File: src/verilog/stp_pkg.sv
// shared constants, encodings and carrier types for the status transfer unit
package stp_pkg;

   // ****************************************
   // status word layout
   // ****************************************
   localparam int STP_FLAG_HI = 31;
   localparam int STP_FLAG_LO = 28;
   localparam int STP_MODE_HI = 4;
   localparam int STP_MODE_LO = 0;
   localparam logic [31:0] STP_DEFINED_MASK = 32'hf00000ff;
   localparam logic [31:0] STP_FLAG_MASK = 32'hf0000000;
   localparam logic [31:0] STP_CSW_RESET = 32'h000000d3;
   localparam logic [31:0] STP_SSW_RESET = 32'h00000000;

   // ****************************************
   // processor modes and saved status banks
   // ****************************************
   localparam logic [4:0] STP_MODE_USR = 5'h10;
   localparam logic [4:0] STP_MODE_FIQ = 5'h11;
   localparam logic [4:0] STP_MODE_IRQ = 5'h12;
   localparam logic [4:0] STP_MODE_SVC = 5'h13;
   localparam logic [4:0] STP_MODE_ABT = 5'h17;
   localparam logic [4:0] STP_MODE_UND = 5'h1b;
   localparam logic [4:0] STP_MODE_SYS = 5'h1f;
   localparam int STP_BANKS = 5;
   localparam logic [2:0] STP_BANK_FIQ = 3'h0;
   localparam logic [2:0] STP_BANK_IRQ = 3'h1;
   localparam logic [2:0] STP_BANK_SVC = 3'h2;
   localparam logic [2:0] STP_BANK_ABT = 3'h3;
   localparam logic [2:0] STP_BANK_UND = 3'h4;

   // ****************************************
   // instruction fields
   // ****************************************
   localparam int STP_COND_HI = 31;
   localparam int STP_COND_LO = 28;
   localparam int STP_CLASS_HI = 27;
   localparam int STP_CLASS_LO = 26;
   localparam int STP_IMM_BIT = 25;
   localparam int STP_OPC_HI = 24;
   localparam int STP_OPC_LO = 21;
   localparam int STP_SEL_BIT = 22;
   localparam int STP_S_BIT = 20;
   localparam int STP_RD_HI = 15;
   localparam int STP_RD_LO = 12;
   localparam int STP_WHOLE_BIT = 12;
   localparam int STP_ROT_HI = 11;
   localparam int STP_ROT_LO = 8;
   localparam int STP_MUL_BIT = 7;
   localparam int STP_RSHIFT_BIT = 4;
   localparam logic [1:0] STP_CLASS_DP = 2'h0;
   localparam logic [4:0] STP_XFER_TOP = 5'h02;
   localparam logic [1:0] STP_XFER_MID = 2'h2;
   localparam logic [5:0] STP_READ_FIXED = 6'h0f;
   localparam logic [8:0] STP_WRITE_FIXED = 9'h14f;
   localparam logic [11:0] STP_READ_LOW = 12'h000;
   localparam logic [3:0] STP_OPC_TST = 4'h8;
   localparam logic [3:0] STP_OPC_TEQ = 4'h9;
   localparam logic [3:0] STP_OPC_CMP = 4'ha;
   localparam logic [3:0] STP_OPC_CMN = 4'hb;
   localparam logic [3:0] STP_PC_IDX = 4'hf;
   localparam logic [31:0] STP_PC_AHEAD_IMM = 32'h00000008;
   localparam logic [31:0] STP_PC_AHEAD_REG = 32'h0000000c;

   // ****************************************
   // condition codes
   // ****************************************
   typedef enum logic [3:0] {
      STP_EQ = 4'h0, STP_NE = 4'h1, STP_CS = 4'h2, STP_CC = 4'h3,
      STP_MI = 4'h4, STP_PL = 4'h5, STP_VS = 4'h6, STP_VC = 4'h7,
      STP_HI = 4'h8, STP_LS = 4'h9, STP_GE = 4'ha, STP_LT = 4'hb,
      STP_GT = 4'hc, STP_LE = 4'hd, STP_AL = 4'he, STP_NV = 4'hf
   } stp_cond_t;

   // ****************************************
   // incremental cycle figures
   // ****************************************
   localparam logic [1:0] STP_CYC_ZERO = 2'h0;
   localparam logic [1:0] STP_CYC_ONE = 2'h1;
   localparam logic [1:0] STP_CYC_TWO = 2'h2;

   // ****************************************
   // register port map
   // ****************************************
   localparam logic [3:0] STP_REG_CTRL = 4'h0;
   localparam logic [3:0] STP_REG_CSW = 4'h4;
   localparam logic [3:0] STP_REG_SSW = 4'h8;
   localparam logic [3:0] STP_REG_CYC = 4'hc;
   localparam int STP_CTRL_EN_BIT = 0;
   localparam logic [31:0] STP_CTRL_RESET = 32'h00000001;
   localparam logic [31:0] STP_CTRL_MASK = 32'h00000001;

   // ****************************************
   // carriers
   // ****************************************
   typedef struct packed {
      logic en;
      logic [3:0] idx;
      logic [31:0] data;
   } stp_gpr_wr_t;

   typedef struct packed {
      logic en;
      logic [31:0] data;
   } stp_pc_wr_t;

   typedef struct packed {
      logic [1:0] s;
      logic [1:0] n;
      logic [1:0] i;
   } stp_cycles_t;

endpackage : stp_pkg

File: src/verilog/stp_exec.sv
// execution of status transfers, compare/test ops and program counter writeback
//
// Decided for this implementation: the placing of the registers and strobed register access.
`timescale 1ns/100ps

//
// Contract
// RULE1: flagged pc destination loads pc and restores current word from saved.
// RULE2: software avoids the pc restore form in user mode.
// RULE3: pc operand with immediate shift reads address plus 8.
// RULE4: pc operand with register shift reads address plus 12.
// RULE5: test and compare ops update flags only, never a destination register.
// RULE6: legacy restore test copies saved word if privileged, else nothing.
// RULE7: cycles 1S, 1S+1I, 2S+1N, 2S+1N+1I by shift kind and pc write.
// RULE8: transfers decode as flagless test opcodes with fixed fields.
// RULE9: transfers act only when their condition passes.
// RULE10: status read copies current or saved word to a register.
// RULE11: status write loads current or saved word, mode protected.
// RULE12: flag form writes the top four source bits into the flags only.
// RULE13: user mode may change only flags; privileged modes write the whole word.
// RULE14: software never alters the state bit by a status write.
// RULE15: saved word reached is the bank of the executing mode.
// RULE16: software never names the pc in a status transfer.
// RULE17: software never reaches a saved word in user mode.
// RULE18: twelve defined status bits; all others reserved.
// RULE19: bit 22 selects current word at zero, saved word at one.
// RULE20: immediate flag form rotates the 8-bit value right by twice rotate field.
module stp_exec
   import stp_pkg::*;
(
   // clock and reset
   input wire logic clock,
   input wire logic sys_rst,
   // instruction issue
   input wire logic issueValid,
   input wire logic [31:0] issueInstr,
   input wire logic [31:0] issueAddr,
   input wire logic [31:0] srcRegVal,
   // neighbouring alu result
   input wire logic [31:0] aluResult,
   input wire logic [3:0] aluFlags,
   // execution results
   output logic done,
   output logic condPassed,
   output stp_gpr_wr_t gprWrite,
   output stp_pc_wr_t pcWrite,
   output logic [31:0] pcOperand,
   output stp_cycles_t cycles,
   output logic [31:0] currentStatus,
   // register port
   input wire logic [3:0] regAddr,
   input wire logic [31:0] regWdata,
   input wire logic regWrite,
   input wire logic regRead,
   output logic [31:0] regRdata
);

   // ****************************************
   // helpers
   // ****************************************
   function automatic logic cond_eval(input logic [3:0] c, input logic [3:0] f);
      logic n, z, cy, v, r;
      n = f[3];
      z = f[2];
      cy = f[1];
      v = f[0];
      case (stp_cond_t'(c))
         STP_EQ: r = z;
         STP_NE: r = !z;
         STP_CS: r = cy;
         STP_CC: r = !cy;
         STP_MI: r = n;
         STP_PL: r = !n;
         STP_VS: r = v;
         STP_VC: r = !v;
         STP_HI: r = cy && !z;
         STP_LS: r = !cy || z;
         STP_GE: r = (n == v);
         STP_LT: r = (n != v);
         STP_GT: r = !z && (n == v);
         STP_LE: r = z || (n != v);
         STP_AL: r = 1'b1;
         default: r = 1'b0;
      endcase
      return r;
   endfunction : cond_eval

   function automatic logic [31:0] rot_imm(input logic [3:0] rot, input logic [7:0] imm);
      logic [63:0] twice;
      logic [4:0] amt;
      twice = {24'h000000, imm, 24'h000000, imm};
      amt = {rot, 1'b0};
      twice = twice >> amt;
      return twice[31:0];
   endfunction : rot_imm

   // ****************************************
   // state
   // ****************************************
   logic [31:0] ctrl_r, ctrl_nxt;
   logic [31:0] csw_r, csw_nxt;
   logic done_r, done_nxt;
   logic pass_r, pass_nxt;
   stp_gpr_wr_t gpr_r, gpr_nxt;
   stp_pc_wr_t pc_r, pc_nxt;
   logic [31:0] pcop_r, pcop_nxt;
   stp_cycles_t cyc_r, cyc_nxt;
   logic [31:0] rdata_r, rdata_nxt;

   // ****************************************
   // decode
   // ****************************************
   logic [3:0] opc;
   logic sBit, immForm, regShift, rdIsPc, testOp, isRead, isWrite, isDp;
   logic isMul, userMode, hasBank, takeIt, flagOnly, toSaved;
   logic [4:0] mode;
   logic [2:0] bankIdx;
   logic [31:0] bankRd, sswCur, xferSrc, restoreVal;
   logic bankWe;
   logic [31:0] bankWd;

   assign opc = issueInstr[STP_OPC_HI:STP_OPC_LO];
   assign sBit = issueInstr[STP_S_BIT];
   assign immForm = issueInstr[STP_IMM_BIT];
   assign regShift = !immForm && issueInstr[STP_RSHIFT_BIT];
   assign isMul = !immForm && issueInstr[STP_MUL_BIT] && issueInstr[STP_RSHIFT_BIT];
   assign rdIsPc = (issueInstr[STP_RD_HI:STP_RD_LO] == STP_PC_IDX);
   assign testOp = (opc == STP_OPC_TST) || (opc == STP_OPC_TEQ)
                   || (opc == STP_OPC_CMP) || (opc == STP_OPC_CMN);
   // both transfer forms sit in the test opcodes with the flag bit clear
   assign isRead = (issueInstr[27:23] == STP_XFER_TOP) && !sBit
                   && (issueInstr[21:16] == STP_READ_FIXED)
                   && (issueInstr[11:0] == STP_READ_LOW); // RULE8
   assign isWrite = (issueInstr[STP_CLASS_HI:STP_CLASS_LO] == STP_CLASS_DP)
                    && (issueInstr[24:23] == STP_XFER_MID) && !sBit
                    && (issueInstr[21:13] == STP_WRITE_FIXED); // RULE8
   assign isDp = (issueInstr[STP_CLASS_HI:STP_CLASS_LO] == STP_CLASS_DP)
                 && !isMul && !(testOp && !sBit);
   assign toSaved = issueInstr[STP_SEL_BIT]; // RULE19
   assign flagOnly = immForm || !issueInstr[STP_WHOLE_BIT];

   assign mode = csw_r[STP_MODE_HI:STP_MODE_LO];
   assign userMode = (mode == STP_MODE_USR);

   // bank follows the mode in force when the instruction executes
   always_comb begin
      hasBank = 1'b1;
      case (mode)
         STP_MODE_FIQ: bankIdx = STP_BANK_FIQ; // RULE15
         STP_MODE_IRQ: bankIdx = STP_BANK_IRQ;
         STP_MODE_SVC: bankIdx = STP_BANK_SVC;
         STP_MODE_ABT: bankIdx = STP_BANK_ABT;
         STP_MODE_UND: bankIdx = STP_BANK_UND;
         default: begin
            bankIdx = STP_BANK_FIQ;
            hasBank = 1'b0;
         end
      endcase
   end

   // user and system modes have no saved word: it reads as zero
   assign sswCur = hasBank ? bankRd : STP_SSW_RESET; // RULE17
   assign restoreVal = sswCur & STP_DEFINED_MASK; // RULE18
   assign xferSrc = immForm ? rot_imm(issueInstr[STP_ROT_HI:STP_ROT_LO], issueInstr[7:0])
                            : srcRegVal; // RULE20
   assign takeIt = issueValid && ctrl_r[STP_CTRL_EN_BIT];

   stp_saved_bank u_bank (
      .clock(clock),
      .sys_rst(sys_rst),
      .wrEn(bankWe),
      .wrIdx(bankIdx),
      .wrData(bankWd),
      .rdIdx(bankIdx),
      .rdData(bankRd)
   );

   // ****************************************
   // execution next state
   // ****************************************
   always_comb begin
      csw_nxt = csw_r;
      done_nxt = 1'b0;
      pass_nxt = 1'b0;
      gpr_nxt = '{en: 1'b0, idx: issueInstr[STP_RD_HI:STP_RD_LO], data: aluResult};
      pc_nxt = '{en: 1'b0, data: aluResult};
      pcop_nxt = pcop_r;
      cyc_nxt = cyc_r;
      bankWe = 1'b0;
      bankWd = sswCur;
      if (takeIt) begin
         done_nxt = 1'b1;
         pass_nxt = cond_eval(issueInstr[STP_COND_HI:STP_COND_LO],
                              csw_r[STP_FLAG_HI:STP_FLAG_LO]); // RULE9
         cyc_nxt = '{s: STP_CYC_ONE, n: STP_CYC_ZERO, i: STP_CYC_ZERO};
         if (isDp) begin
            pcop_nxt = issueAddr + (regShift ? STP_PC_AHEAD_REG
                                             : STP_PC_AHEAD_IMM); // RULE3 RULE4
         end
         if (pass_nxt && (isRead || isWrite)) begin
            if (isRead) begin
               gpr_nxt.en = 1'b1; // RULE10
               gpr_nxt.data = toSaved ? sswCur : csw_r;
            end else if (!toSaved) begin
               if (flagOnly || userMode) begin
                  csw_nxt[STP_FLAG_HI:STP_FLAG_LO] = xferSrc[STP_FLAG_HI:STP_FLAG_LO]; // RULE12 RULE13
               end else begin
                  csw_nxt = xferSrc & STP_DEFINED_MASK; // RULE11 RULE13 RULE18
               end
            end else if (hasBank) begin
               bankWe = 1'b1; // RULE11 RULE15
               if (flagOnly) begin
                  bankWd = (sswCur & ~STP_FLAG_MASK) | (xferSrc & STP_FLAG_MASK); // RULE12
               end else begin
                  bankWd = xferSrc & STP_DEFINED_MASK;
               end
            end
         end else if (pass_nxt && isDp) begin
            if (testOp) begin
               // no destination write for the flag-only operations
               if (rdIsPc && (opc == STP_OPC_TEQ)) begin
                  if (!userMode && hasBank) begin
                     csw_nxt = restoreVal; // RULE6
                  end
               end else begin
                  csw_nxt[STP_FLAG_HI:STP_FLAG_LO] = aluFlags; // RULE5
               end
            end else if (rdIsPc) begin
               pc_nxt.en = 1'b1; // RULE1
               if (sBit && hasBank) begin
                  csw_nxt = restoreVal; // RULE1
               end
            end else begin
               gpr_nxt.en = 1'b1;
               if (sBit) begin
                  csw_nxt[STP_FLAG_HI:STP_FLAG_LO] = aluFlags;
               end
            end
            cyc_nxt.i = regShift ? STP_CYC_ONE : STP_CYC_ZERO; // RULE7
            if (rdIsPc && !testOp) begin
               cyc_nxt.s = STP_CYC_TWO; // RULE7
               cyc_nxt.n = STP_CYC_ONE;
            end
         end
      end
   end

   // ****************************************
   // register port next state
   // ****************************************
   always_comb begin
      ctrl_nxt = ctrl_r;
      rdata_nxt = 32'h00000000;
      if (regWrite && (regAddr == STP_REG_CTRL)) begin
         ctrl_nxt = regWdata & STP_CTRL_MASK;
      end
      if (regRead) begin
         case (regAddr)
            STP_REG_CTRL: rdata_nxt = ctrl_r;
            STP_REG_CSW: rdata_nxt = csw_r;
            STP_REG_SSW: rdata_nxt = sswCur;
            STP_REG_CYC: rdata_nxt = {26'h0, cyc_r};
            default: rdata_nxt = 32'h00000000;
         endcase
      end
   end

   // ****************************************
   // registers
   // ****************************************
   always_ff @(posedge clock) begin
      if (sys_rst) begin
         ctrl_r <= STP_CTRL_RESET;
         csw_r <= STP_CSW_RESET;
         done_r <= 1'b0;
         pass_r <= 1'b0;
         gpr_r <= '0;
         pc_r <= '0;
         pcop_r <= 32'h00000000;
         cyc_r <= '0;
         rdata_r <= 32'h00000000;
      end else begin
         ctrl_r <= ctrl_nxt;
         csw_r <= csw_nxt;
         done_r <= done_nxt;
         pass_r <= pass_nxt;
         gpr_r <= gpr_nxt;
         pc_r <= pc_nxt;
         pcop_r <= pcop_nxt;
         cyc_r <= cyc_nxt;
         rdata_r <= rdata_nxt;
      end
   end

   // ****************************************
   // outputs
   // ****************************************
   assign done = done_r;
   assign condPassed = pass_r;
   assign gprWrite = gpr_r;
   assign pcWrite = pc_r;
   assign pcOperand = pcop_r;
   assign cycles = cyc_r;
   assign currentStatus = csw_r;
   assign regRdata = rdata_r;

endmodule : stp_exec

File: src/verilog/stp_saved_bank.sv
// banked saved status words, one per privileged exception mode
`timescale 1ns/100ps
module stp_saved_bank
   import stp_pkg::*;
(
   // clock and reset
   input wire logic clock,
   input wire logic sys_rst,
   // write port
   input wire logic wrEn,
   input wire logic [2:0] wrIdx,
   input wire logic [31:0] wrData,
   // read port
   input wire logic [2:0] rdIdx,
   output logic [31:0] rdData
);

   logic [31:0] bank_r [STP_BANKS];
   logic [31:0] bank_nxt [STP_BANKS];

   always_comb begin
      for (int k = 0; k < STP_BANKS; k++) begin
         bank_nxt[k] = bank_r[k];
      end
      if (wrEn && (int'(wrIdx) < STP_BANKS)) begin
         bank_nxt[wrIdx] = wrData;
      end
   end

   always_ff @(posedge clock) begin
      for (int k = 0; k < STP_BANKS; k++) begin
         if (sys_rst) begin
            bank_r[k] <= STP_SSW_RESET;
         end else begin
            bank_r[k] <= bank_nxt[k];
         end
      end
   end

   // combinational read so a restore sees the bank in the issue cycle
   assign rdData = (int'(rdIdx) < STP_BANKS) ? bank_r[rdIdx] : STP_SSW_RESET;

endmodule : stp_saved_bank
File: config.mk
export PLATFORM = sky130hd
export DESIGN_NAME = stp_exec
export DESIGN_NICKNAME = d
export VERILOG_FILES = /design/src/verilog/stp_pkg.sv /design/src/verilog/stp_exec.sv /design/src/verilog/stp_saved_bank.sv
export SDC_FILE = /design/constraint.sdc
export NUM_CORES = 1
export LEC_CHECK = 0
export BUFFER_PORTS_ARGS = -buffer_cell sky130_fd_sc_hd__buf_4
export CAP_MARGIN = 0
export CORE_MARGIN = 1
export CORE_UTILIZATION = 35
export DETAILED_ROUTE_END_ITERATION = 10
export PLACE_DENSITY = 0.61
export SYNTH_ARGS = -nofsm -noshare
export SYNTH_HDL_FRONTEND = slang
export SYNTH_SLANG_ARGS = --single-unit
File: constraint.sdc
create_clock -name clock -period 2.35 [get_ports clock]
set_input_delay 0.3525 -clock clock [delete_from_list [all_inputs] [get_ports clock]]
set_output_delay 0.3525 -clock clock [all_outputs]
set_load 0.02 [all_outputs]
Yosys cells after proc, flatten, opt, wreduce, memory -nomap -nowiden
Memory sizes are Yosys's and may differ from the RTL's.
Index checks and enable logic that the tools add are counted.
{"block": "totals", "in_bits": 173, "ff_bits": 175, "memories": 1, "output_inout_bits": 174, "ram_bits": 160, "elab_cells": 190}
{"memory": "u_bank.bank_r", "words": 5, "width": 32, "rd": 6, "rd_clocked_by_memory_dff": 0, "wr": 5, "line": "stp_saved_bank.sv:18", "source": "logic [31:0] bank_r [STP_BANKS];"}
{"block": "op_classes", "n_addsub": 1, "bitwise": 10, "shifts": 1, "mux": 60, "n_eq_ne": 41, "reduce_logical": 58, "n_lt_le_gt_ge": 3}
{"cell": "32-bit 2-to-1 mux", "count": 26}
{"cell": "160-bit bitwise mux", "count": 1}
{"cell": "160-bit 2-to-1 mux", "count": 1}
{"cell": "32-bit one-hot mux with 4 select lines", "count": 1}
{"cell": "32-bit demux with 3-bit select", "count": 1}
{"cell": "28-bit 2-to-1 mux", "count": 3}
{"cell": "4-bit == test, second input constant", "count": 14}
{"cell": "40-bit by 5-bit >> shifter with 32-bit output", "count": 1}
{"cell": "32-bit by 4-bit adder with 32-bit output", "count": 1}
{"cell": "28-bit by 32-bit OR with 32-bit output", "count": 1}
{"cell": "5-bit == test, second input constant", "count": 6}
{"cell": "1-bit logical AND", "count": 24}
{"cell": "4-bit by 3-bit == test with 1-bit output, second input constant", "count": 5}
{"cell": "1-bit 2-to-1 mux", "count": 18}
{"cell": "4-bit 2-to-1 mux", "count": 4}
{"cell": "1-bit one-hot mux with 15 select lines", "count": 1}
{"cell": "12-bit zero test", "count": 1}
{"cell": "6-bit 2-to-1 mux", "count": 2}
{"cell": "3-bit one-hot mux with 4 select lines", "count": 1}
{"cell": "1-bit zero test", "count": 11}
{"cell": "5-bit OR reduction", "count": 2}
{"cell": "9-bit == test, second input constant", "count": 1}
{"cell": "9-bit AND reduction", "count": 1}
{"cell": "4-bit by 2-bit == test with 1-bit output, second input constant", "count": 2}
{"cell": "other kinds (26)", "count": 45}

Depth between registers and ports, before layout
Gate-level depths: netlist of the first run.
{"block": "depth", "depth_word": 15, "depth_mapped": 11, "depth_no_buf": 11}

Modules after synthesis
From an unflattened synthesis of the first run, not the netlist that was laid out.
{"block": "hier_totals", "cells_unflattened": 1724, "hier_area_um2": 14198.6}
{"mod": "stp_exec", "area_per_inst_um2": 7380.8, "cells_each": 868, "instances": 1}
{"mod": "stp_saved_bank", "area_per_inst_um2": 6817.8, "cells_each": 856, "instances": 1}

Least setup slack after synthesis of the first run
OpenSTA, ideal clock, no wires.
{"block": "synth_path", "path_type": "register to register", "start": "register csw_r[2] (netlist: currentStatus[2])", "end": "memory u_bank.bank_r[2][3]", "arrival_ns": 2.295, "setup_slack_ns": -0.061, "path_stages_with_launch": 10, "t_required_ns": 2.233, "path_buffers": 2, "setup_ns": 0.117, "cell_sequence": "dfxtp_1 > buf_2 > xnor2_1 > nor3b_1 > buf_2 > mux2_2 > a22oi_1 > nor2_1 > mux2_2 > a22o_1"}
{"item": "from (decl)", "line": "stp_exec.sv:101", "source": "logic [31:0] csw_r, csw_nxt;"}
{"item": "from (signal assigned)", "line": "stp_exec.sv:284", "source": "csw_r <= csw_nxt;"}
{"item": "to (decl)", "line": "stp_saved_bank.sv:18"}

==> metrics.md, run 1 <==
| Metric | Value |
|---|---|
| Synth async-reset ratio | `0%` |
| WP buf/inv | `5` |
| Detailed Place HPWL | `approximately 36 mm` |
| First-pass GRT wire length | `~77 mm` |
| Int Pwr | `between 0.009 and 0.01 W` |
| Yosys warns | `0` |
| Post-route setup slack | `-151 ps` |
| Initial drt markers | `~1.2k` |
| Startpoint Class | `flip-flop` |
| Worst Reg2Reg Path Length in Cells | `12` |
| Slowest CP cell | `dfxtp_4` |
| Area growth syn-to-layout | `42.8%` |
| Endpoints failing setup | `roughly 130` |
| Max Cap Viol | `0` |
| CP max FO | `11` |
| Crit path max-delay family | `compound AO/OA/AOI/OAI gates` |
| Nets | `2176` |
| Synth area leader | `dfxtp_1` |
| WP depth | `12` |
| Worst path arrival time | `2960 ps` |
| GPL Wtd Cong | `0.887` |
| Register bit count reported by yosys | `roughly 310` |
| Largest buffer count on any clock path | `3` |
| Die X-Extent | `205 um` |
| Mapped Cells | `between 1.5k and 2k` |
| Layout cells sized above 1 | `36.6%` |
| CP cell instances | `nor3b_4 -> a41o_1 -> nor4b_4 -> buf_4 -> a31o_4 -> buf_12 -> a211oi_4 -> buf_12 -> buf_6 -> clkbuf_16 -> nand4_1 -> a21oi_1` |
| N_diodes | `0` |
| Run status | `complete, but fails checks` |
| Req. time, crit path | `2810 ps` |
| Crit path time final | `2500 ps` |
| Cts hold-fix bufs | `0` |
| Switching power | `slightly above 0.003 W` |
| Power Dens Cells | `590 mW/mm2` |
| Most used cell, CP | `buf_12` |
| Synth Area per Inst | `a little over 9 um2` |
| Sequential power share | `between 40 and 50%` |
| Initial antenna violation count | `2` |
| Residual DRC | `0` |
| Clock insertion delay at the later pin of the skew report | `~550 ps` |
| CTS tree | `yes` |
| Total gr overflow | `0` |
| Utilization after layout | `51.1%` |
| Placed insts | `between 2k and 2.5k` |
| RSZ-0062 raised after global routing | `yes` |
| Largest net degree at the start of global routing | `between 100 and 150` |
| Comb power frac | `approximately 10%` |
| Synth top area share | `a little over two fifths` |
| Leakage | `approximately 8.0 nW` |
| Slew Limit Fails | `0` |
| Clk sinks | `around 310` |
| Failing checks | `negative setup slack` |
| I/O pins | `around 350` |
| Top cells by area, synth | `dfxtp_1 (43%), mux2i_1 (4.4%), a21oi_1 (4.1%)` |
| TritonCTS buffer count | `35` |
| Routed wire length | `51.9 mm` |
| Root buffer cell | `clkbuf_16` |
| Final Cell Area | `0.0205 mm2` |
| Port bufs | `273` |
| WS Path Type | `reg -> reg` |
| Worst Skew | `24.3 ps` |
| Flop-to-flop setup slack | `-150 ps` |
| Sequential share of the synthesized area | `around 43%` |
| Fmax achieved | `between 300 and 400 MHz` |
| Synth Cell Area | `0.0144 mm2` |
| Critical path capture point | `u_bank.bank_r[0][17]` |
| Total track usage | `23.4%` |
| Worst r2r src | `currentStatus[30]` |
| Sw Share | `25.1%` |
| Maximum vdd drop | `0.470 mV` |
| Slew Limit Headroom | `a little over two fifths` |
| Area after DPL | `between 0.015 and 0.02 mm2` |
| Vias in the first global route | `between 10k and 15k` |
| Antenna Nets Post-Route | `0` |
| Site Rows | `73` |
| Number of synthesized flops with an enable pin | `0` |
| Die Ht | `between 200 and 250 um` |
| Drt wl/cell | `~20 um` |
| Final hold vios | `0` |
| Final non-filler cell total | `2548` |
| Htree depth | `2` |
| Distinct cells, synth | `86` |
| Core footprint | `around 0.04 mm2` |
| Worst Tran Pin Value | `approximately 850 ps` |
| Pre-CTS worst setup slack | `-495 ps` |
| Initial core utilization | `approximately 36%` |
| Crit. End Element | `flip-flop` |
| Pre-antenna DRT Iters | `6` |
| Die area | `about 0.042 mm2` |
| Routed vias | `13.9k` |
| DR vias/cell | `5.47` |
| CP max stage delay | `around 360 ps` |
| Worst r2r dst | `u_bank.bank_r[0][17]` |
| Beginning of the critical path | `currentStatus[30]` |
| Clk slew on worst S/H paths | `60 ps` |
| Hold Crit Class | `in -> reg` |
| Final cycle utilization of the critical path | `106%` |
| Top FF cell, synth | `dfxtp_1` |
| Clk pwr share | `roughly 45%` |
-- flip-flops by register name, indices dropped and copies added, names as in the netlist --
| register | count |
|---|---|
| condPassed | 1 |
| ctrl_r | 1 |
| currentStatus | 12 |
| cycles | 3 |
| done | 1 |
| gprWrite | 37 |
| pcOperand | 32 |
| pcWrite | 33 |
| regRdata | 32 |
| u_bank.bank_r | 160 |
-- power by group through the flow --
| stage | clock, W | combinational (W) | sequential [W] |
|---|---|---|---|
| after floorplan | 0 | 0.000478 | 0.00565 |
| final | 0.00546 | 0.00121 | 0.00542 |
| after detailed placement | 0 | 0.00116 | 0.00554 |
| after global routing | 0.00577 | 0.00129 | 0.00543 |
| after global placement | 0 | 0.00115 | 0.00554 |
| after CTS | 0.00556 | 0.00118 | 0.00542 |
-- metal layers --
metal  wire length (um)  track usage [%]  vias to the layer above  share of wire [%]
li1                   -                -                     6602                  -
met1              21900             30.4                     6681                 42
met2              24200             37.7                      553                 47
met3               4160             5.87                      103                8.0
met4               1600             7.62                        4                3.1
met5                 27                0                        -              0.052
-- synthesized netlist by cell type (4+ instances only) --
cell,n
nor3b_1,5
mux2i_1,63
nor2_1,114
nand2b_1,27
dfxtp_1,312
clkbuf_1,72
and2_1,22
mux2_2,41
a21o_1,4
buf_4,36
xnor2_1,11
o22ai_1,42
o2bb2ai_1,41
buf_2,43
nor3_1,10
a211oi_1,50
and3_1,8
a32oi_1,5
nand4_1,61
and4_1,4
nand3b_1,4
a22o_1,40
a31oi_1,9
nand3_1,64
or3_1,4
xor2_1,17
nand2_1,118
a21oi_1,119
inv_1,12
o211ai_1,6
nor2b_1,51
a22oi_1,26
a311oi_1,4
o21ai_0,62
-- per-stage QoR --
step,hold WS [ps],setup TNS [ps],total power (W)
finish,35.1,-6650,0.0121
global route,17.7,-20710,0.0125
CTS,10.1,-1800,0.0122
detailed placement,443,-57190,0.00670
global placement,437,-48180,0.00669
floorplan,427,-112,0.00613
-- cell families (layout without fill, tap and decap cells) --
logic type / count (synthesis) / count (layout) / share of synthesized area (%)
simple gates: 515 / 516 / 18.7
compound gates: 448 / 448 / 21.9
flops: 312 / 312 / 43.5
buf+inv: 173 / 588 / 6.02
mux: 107 / 107 / 7.97
xor+xnor: 28 / 28 / 1.71
fa+ha+maj: 2 / 2 / 0.174
other cells: 1 / 22 / 0.0261
-- area by class of cell --
class,instances,area (um2)
clock buffers,51,1030
clock inverters,8,103
fillers,3694,19600
inverters,13,48.8
multi-input cells,1123,7840
flip-flops and latches,312,6260
well taps,525,657
repair buffers,516,4580
-- layout by cell type, fill, tap and decap left out, types with 45 or more instances in the layout --
cell type	count
mux2i_1	58
nor2_1	106
clkbuf_16	45
nor2b_1	51
dfxtp_1	306
nand4_1	61
buf_4	450
a21oi_1	94
nand3_1	45
o21ai_0	60
nand2_1	117
-- worst min path at each step --
stage | start | depth (start not counted) | slack, ps | end
CTS | aluResult[15] | 2 | 10 | pcWrite[15]
detailed placement | u_bank.bank_r[2][15] | 2 | 440 | u_bank.bank_r[2][15]
global route | aluResult[15] | 2 | 20 | pcWrite[15]
floorplan | u_bank.bank_r[4][10] | 1 | 430 | u_bank.bank_r[4][10]
finish | aluResult[19] | 2 | 40 | pcWrite[19]
global placement | u_bank.bank_r[2][31] | 2 | 440 | u_bank.bank_r[2][31]
-- repair_timing --
action,in CTS,in global routing
gates cloned,4,14
setup endpoints to repair,191,204
setup buffers,11,12
gates resized for setup,44,101
pin swaps,17,66
Power figures use the tool's default switching activity.
==> inputs of run 2 (changes only) <==
CORE_ASPECT_RATIO = 1.5   (was not set)
==> run 2 against run 1 <==
  * The flow still finishes with violations (negative setup slack)
  * Clock power is 3% higher
  * Sequential power hardly changed
  * First-iteration DRC count is 34% lower
  * Wire length is 1.9% higher
  * Sequential share of layout area is 0.80 points lower
  * Largest cell class unchanged
  * Largest power group unchanged
==> metrics.md, run 2 (synthesis results as in run 1) <==
| Metric | Value |
|---|---|
| Max reg flops | `160 (unchanged)` |
| Switching power | `0.00302 W (-0.50%)` |
| Slew Limit Fails | `0 (unchanged)` |
| Area growth syn-to-layout | `46.7%` |
| Initial core utilization | `35.6% (-0.19 points)` |
| DR vias/cell | `5.52 (+0.90%)` |
| Worst path arrival time | `2910 ps (-50 ps)` |
| Req. time, crit path | `2800 ps (about the same)` |
| GPL Wtd Cong | `0.895 (+0.90%)` |
| Die area | `0.0419 mm2 (about the same)` |
| Antenna Nets Post-Route | `0 (unchanged)` |
| Initial antenna violation count | `0 (-2)` |
| Largest net degree at the start of global routing | `98 (-31%)` |
| Root buffer cell | `clkbuf_16` |
| Routed wire length | `52.9 mm (+1.9%)` |
| Residual DRC | `0 (unchanged)` |
| Routed vias | `14.1k (+1.1%)` |
| Crit. End Element | `flip-flop` |
| Final cycle utilization of the critical path | `104% (-1.9 points)` |
| CP cell instances | `nand4bb_1 -> o22ai_2 -> nor4b_4 -> buf_4 -> a31o_4 -> a2111oi_4 -> buf_4 -> nand3_4 -> buf_16 -> o2bb2ai_1` |
| Most used cell, CP | `buf_4` |
| Drt wl/cell | `20.7 um (+1.6%)` |
| Max Cap Viol | `0 (unchanged)` |
| Sequential power share | `44.2% (-0.6 points)` |
| Endpoints failing setup | `143 (+7.5%)` |
| CP max FO | `10 (-1)` |
| Die Ht | `250 um (+22%)` |
| Htree depth | `2 (unchanged)` |
| Total track usage | `23.8% (+0.34 points)` |
| Worst Skew | `23.1 ps (-1.22 ps)` |
| Failing checks | `negative setup slack` |
| Run status | `complete, but fails checks` |
| RSZ-0062 raised after global routing | `yes` |
| TritonCTS buffer count | `34 (-2.9%)` |
| First-pass GRT wire length | `78.1 mm (+2.0%)` |
| Largest buffer count on any clock path | `3 (unchanged)` |
| Hold Crit Class | `in -> reg` |
| Layout cells sized above 1 | `38.2% (+1.6 points)` |
| Startpoint Class | `flip-flop` |
| Most frequent cells in the layout | `buf_4 (469), dfxtp_1 (304), nand2_1 (118)` |
| N_diodes | `0 (unchanged)` |
| Sw Share | `24.6% (-0.46 points)` |
| Power Dens Cells | `582 mW/mm2 (-1.3%)` |
| Int Pwr | `0.00924 W (+2.0%)` |
| Initial drt markers | `784 (-34%)` |
| Vias in the first global route | `14.0k (+4.9%)` |
| Clk sinks | `312 (unchanged)` |
| Crit path time final | `2460 ps (-45.4 ps)` |
| Area after DPL | `0.0183 mm2 (+0.61%)` |
| Fmax achieved | `407 MHz (+1.8%)` |
| Detailed Place HPWL | `36.5 mm (+2.2%)` |
| Site Rows | `90 (+23%)` |
| Port bufs | `273 (unchanged)` |
| Clock insertion delay at the later pin of the skew report | `540 ps (about the same)` |
| Die X-Extent | `167 um (-18%)` |
| Utilization after layout | `52.3% (+1.1 points)` |
| WS Path Type | `reg -> reg` |
| Clk pwr share | `45.8% (+0.7 points)` |
| Commonest non-fill, non-tap cell in the layout | `buf_4` |
| CTS tree | `yes` |
| CP max stage delay | `370 ps (about the same)` |
| Overall Power | `0.0123 W (+1.4%)` |
| Pre-antenna DRT Iters | `5 (-1)` |
| Largest Register | `u_bank.bank_r` |
| Leakage | `8.25 nW (+2.9%)` |
| Worst Tran Pin Value | `718 ps (-130 ps)` |
| Comb power frac | `10.0% (about the same)` |
| Clk slew on worst S/H paths | `60 ps (about the same)` |
| Final Cell Area | `0.0211 mm2 (+2.7%)` |
| Slowest CP cell | `dfxtp_4` |
| Nets | `2199 (+1.1%)` |
| Hold_ws | `32.9 ps (-2.18 ps)` |
| Slew Limit Headroom | `52.1% (+8.7 points)` |
| Setup_tns | `-5350 ps (+1300 ps)` |
| Final hold vios | `0 (unchanged)` |
| Post-route setup slack | `-106 ps (+45.4 ps)` |
| Maximum vdd drop | `0.555 mV (+18%)` |
| Total gr overflow | `0 (unchanged)` |
| Core footprint | `0.0403 mm2 (+0.54%)` |
| Cts hold-fix bufs | `0 (unchanged)` |
| I/O pins | `347 (unchanged)` |
-- run 2: cell count changes in the layout (fill, tap and decap cells not counted), moves of 6 or more --
cell / change
o2bb2ai_4: +11
o2bb2ai_1: -27
nor2_2: -6
o2bb2ai_2: +16
buf_4: +19
-- run 2: worst max-delay path, delay by kind of cell (launching register included) --
kind,cells,cell delay [ps]
compound gates,4,980
buf+inv,3,570
flops,1,370
simple gates,3,440
-- run 2: timing repair --
action                     4_1_cts  5_1_grt
setup endpoints to repair      200      203
resized for setup               49      132
gates cloned                     4       16
pin swaps                       20      147
setup buffers                   12       14
-- run 2: routing by layer --
layer	GRT usage (%)	part of all wire [%]
met5	0	0
met4	14.8	6.0
met3	4.46	5.6
met2	43.5	52
met1	24.8	36
-- run 2: path summary, 6_finish.rpt --
kind                   startpoint              endpoint  slack, ps  depth (start not counted)
max             currentStatus[30]  u_bank.bank_r[3][21]       -110                         10
max reg2reg     currentStatus[30]  u_bank.bank_r[3][21]       -110                         10
min reg2reg  u_bank.bank_r[2][17]  u_bank.bank_r[2][17]        450                          2
min                  aluResult[0]            pcWrite[0]         30                          2
-- run 2: cell type report --
cell class,count,area (um2)
tap,506,633
clock inverter,15,179
sequential,312,6260
fill,3661,19200
inverter,13,48.8
multi-input combinational,1122,8130
timing repair buffer,541,4830
clock buffer,45,993
-- run 2: stage by stage --
step	setup slack, ps	cells
final	-106	2554
after global routing	-179	2554
after CTS	-75.1	2524
after detailed placement	-330	2448
after global placement	-318	2448
after floorplan	-33.7	1607
-- run 2: power groups by stage --
stage | logic, W | clock network (W) | registers (W)
final | 0.00122 | 0.00562 | 0.00542
after global placement | 0.00115 | 0 | 0.00554
after detailed placement | 0.00116 | 0 | 0.00554
after floorplan | 0.000478 | 0 | 0.00565
after global routing | 0.00130 | 0.00593 | 0.00543
after CTS | 0.00118 | 0.00572 | 0.00542
==> inputs of run 3 (changes only) <==
PLACE_DENSITY = 0.59   (was 0.61)
clock period = 3.2 ns   (was 2.35 ns; I/O delays follow)
==> run 3 against run 2 <==
  * The run now ends clean
  * Cell area decreased by 14%
  * Fmax decreased by 16%
  * Sequential power decreased by 27%
  * Sequential share of layout area increased by 4.9 points
  * Die area unchanged
  * Largest power group unchanged
  * Highest routed layer unchanged
==> metrics.md, run 3 (synthesis results as in run 1) <==
| Metric | Value |
|---|---|
| Hold Crit Class | `in -> reg` |
| Detailed Place HPWL | `34.0 mm (-6.7%)` |
| Final hold vios | `0 (unchanged)` |
| Clock insertion delay at the later pin of the skew report | `540 ps (about the same)` |
| Site Rows | `90 (unchanged)` |
| Routed vias | `13.0k (-8.1%)` |
| Area growth syn-to-layout | `25.7%` |
| Worst Skew | `18.7 ps (-4.37 ps)` |
| Maximum vdd drop | `0.329 mV (-41%)` |
| Routed wire length | `48.2 mm (-8.9%)` |
| N_diodes | `0 (unchanged)` |
| Largest Register | `u_bank.bank_r` |
| Layout cells sized above 1 | `25.5% (-13 points)` |
| DR vias/cell | `5.52 (about the same)` |
| Worst path arrival time | `3380 ps (+470 ps)` |
| Worst Tran Pin Value | `887 ps (+169 ps)` |
| Run status | `complete, no violations` |
| Clk slew on worst S/H paths | `60 ps (about the same)` |
| Fmax achieved | `342 MHz (-16%)` |
| Power Dens Cells | `495 mW/mm2 (-15%)` |
| Drt wl/cell | `20.5 um (-0.83%)` |
| WS Path Type | `reg -> reg` |
| Residual DRC | `0 (unchanged)` |
| Crit. End Element | `flip-flop` |
| Endpoints failing setup | `0 (-100%)` |
| First-pass GRT wire length | `73.7 mm (-5.7%)` |
| Slew Limit Headroom | `40.8% (-11 points)` |
| Crit path time final | `2930 ps (+472 ps)` |
| Most frequent cells in the layout | `buf_4 (325), dfxtp_1 (311), a21oi_1 (119)` |
| Slew Limit Fails | `0 (unchanged)` |
| GPL Wtd Cong | `0.874 (-2.4%)` |
| Post-CTS setup buffers | `0 (-12)` |
| I/O pins | `347 (unchanged)` |
| Total track usage | `22.5% (-1.2 points)` |
| Die Ht | `250 um (unchanged)` |
| CP max FO | `36 (+26)` |
| Final cycle utilization of the critical path | `91.5% (-13 points)` |
| Req. time, crit path | `3650 ps (+850 ps)` |
| Cts hold-fix bufs | `0 (unchanged)` |
| Largest net degree at the start of global routing | `158 (+61%)` |
| Startpoint Class | `flip-flop` |
| Nets | `1992 (-9.4%)` |
| Initial core utilization | `35.6% (unchanged)` |
| Vias in the first global route | `12.9k (-8.1%)` |
| Commonest non-fill, non-tap cell in the layout | `buf_4` |
| Pre-antenna DRT Iters | `5 (unchanged)` |
| Largest buffer count on any clock path | `3 (unchanged)` |
| Utilization after layout | `44.8% (-7.5 points)` |
| Initial antenna violation count | `0 (unchanged)` |
| Die X-Extent | `167 um (unchanged)` |
| Max Cap Viol | `0 (unchanged)` |
| Port bufs | `273 (unchanged)` |
| Root buffer cell | `clkbuf_16` |
| Clk sinks | `312 (unchanged)` |
| RSZ-0062 raised after global routing | `no` |
| Die area | `0.0419 mm2 (unchanged)` |
| Setup_tns | `0 ps (+5350 ps)` |
| TritonCTS buffer count | `35 (+2.9%)` |
| Total gr overflow | `0 (unchanged)` |
| Initial drt markers | `828 (+5.6%)` |
| Antenna Nets Post-Route | `0 (unchanged)` |
| Post-cts sizing count | `0 (-100%)` |
| Leakage | `6.85 nW (-17%)` |
| Max reg flops | `160 (unchanged)` |
| Htree depth | `2 (unchanged)` |
| CTS tree | `yes` |
| Core footprint | `0.0403 mm2 (unchanged)` |
run 3: changes by cell type in the layout (fill, tap and decap cells not counted), sizes merged:
cell | previous run | this run
clkbuf | 58 | 46
inv | 14 | 13
clkinvlp | 4 | 2
bufinv | 3 | 4
buf | 528 | 333
clkinv | 7 | 8
run 3: path summary, 6_finish.rpt:
path / endpoint / cells after the start / slack [ps] / start
min: pcWrite[4] / 2 / 160 / aluResult[4]
max reg2reg: gprWrite[2] / 9 / 270 / currentStatus[3]
min reg2reg: u_bank.bank_r[2][24] / 2 / 450 / u_bank.bank_r[2][24]
max: gprWrite[2] / 9 / 270 / currentStatus[3]
run 3: power by group:
part | switching (W) | total (W) | internal, W
clock network | 0.00168 | 0.00418 | 0.00251
logic | 0.000459 | 0.000770 | 0.000310
registers | 0.0000281 | 0.00398 | 0.00395
total | 0.00217 | 0.00894 | 0.00677
run 3: routing by layer:
metal	vias up	share of wire (%)	track usage, %
met4	0	5.0	12.0
met3	103	5.4	3.37
met2	475	53	41.9
li1	6216	-	-
met1	6165	37	24.3
met5	-	0	0
run 3: cell type report:
| cell class | count | area [um2] |
|---|---|---|
| multi-input combinational | 1122 | 7350 |
| tap | 506 | 633 |
| clock inverter | 14 | 194 |
| fill | 3948 | 22300 |
| inverter | 13 | 48.8 |
| clock buffer | 46 | 988 |
| timing repair buffer | 333 | 2590 |
| sequential | 312 | 6250 |
run 3: per-stage QoR:
stage / hold slack (ps) / worst slack, ps / cells / instance area [um2] / power [W]
3_5_place_dp: 441 / 184 / 2286 / 16900 / 0.00484
3_3_place_gp: 438 / 229 / 2286 / 16900 / 0.00483
5_1_grt: 165 / 112 / 2346 / 18100 / 0.00925
6_report: 165 / 272 / 2346 / 18100 / 0.00894
2_1_floorplan: 427 / 661 / 1607 / 14400 / 0.00450
4_1_cts: 144 / 320 / 2346 / 18100 / 0.00905
run 3: worst max-delay path: stages (launching register included):
cell      delay, ps
dfxtp_2         440
buf_4           510
nand2b_1        200
buf_4           240
o22ai_1         120
nand2_1         100
nand2_1          60
a31oi_1         590
mux2i_1         280
a211oi_1        280
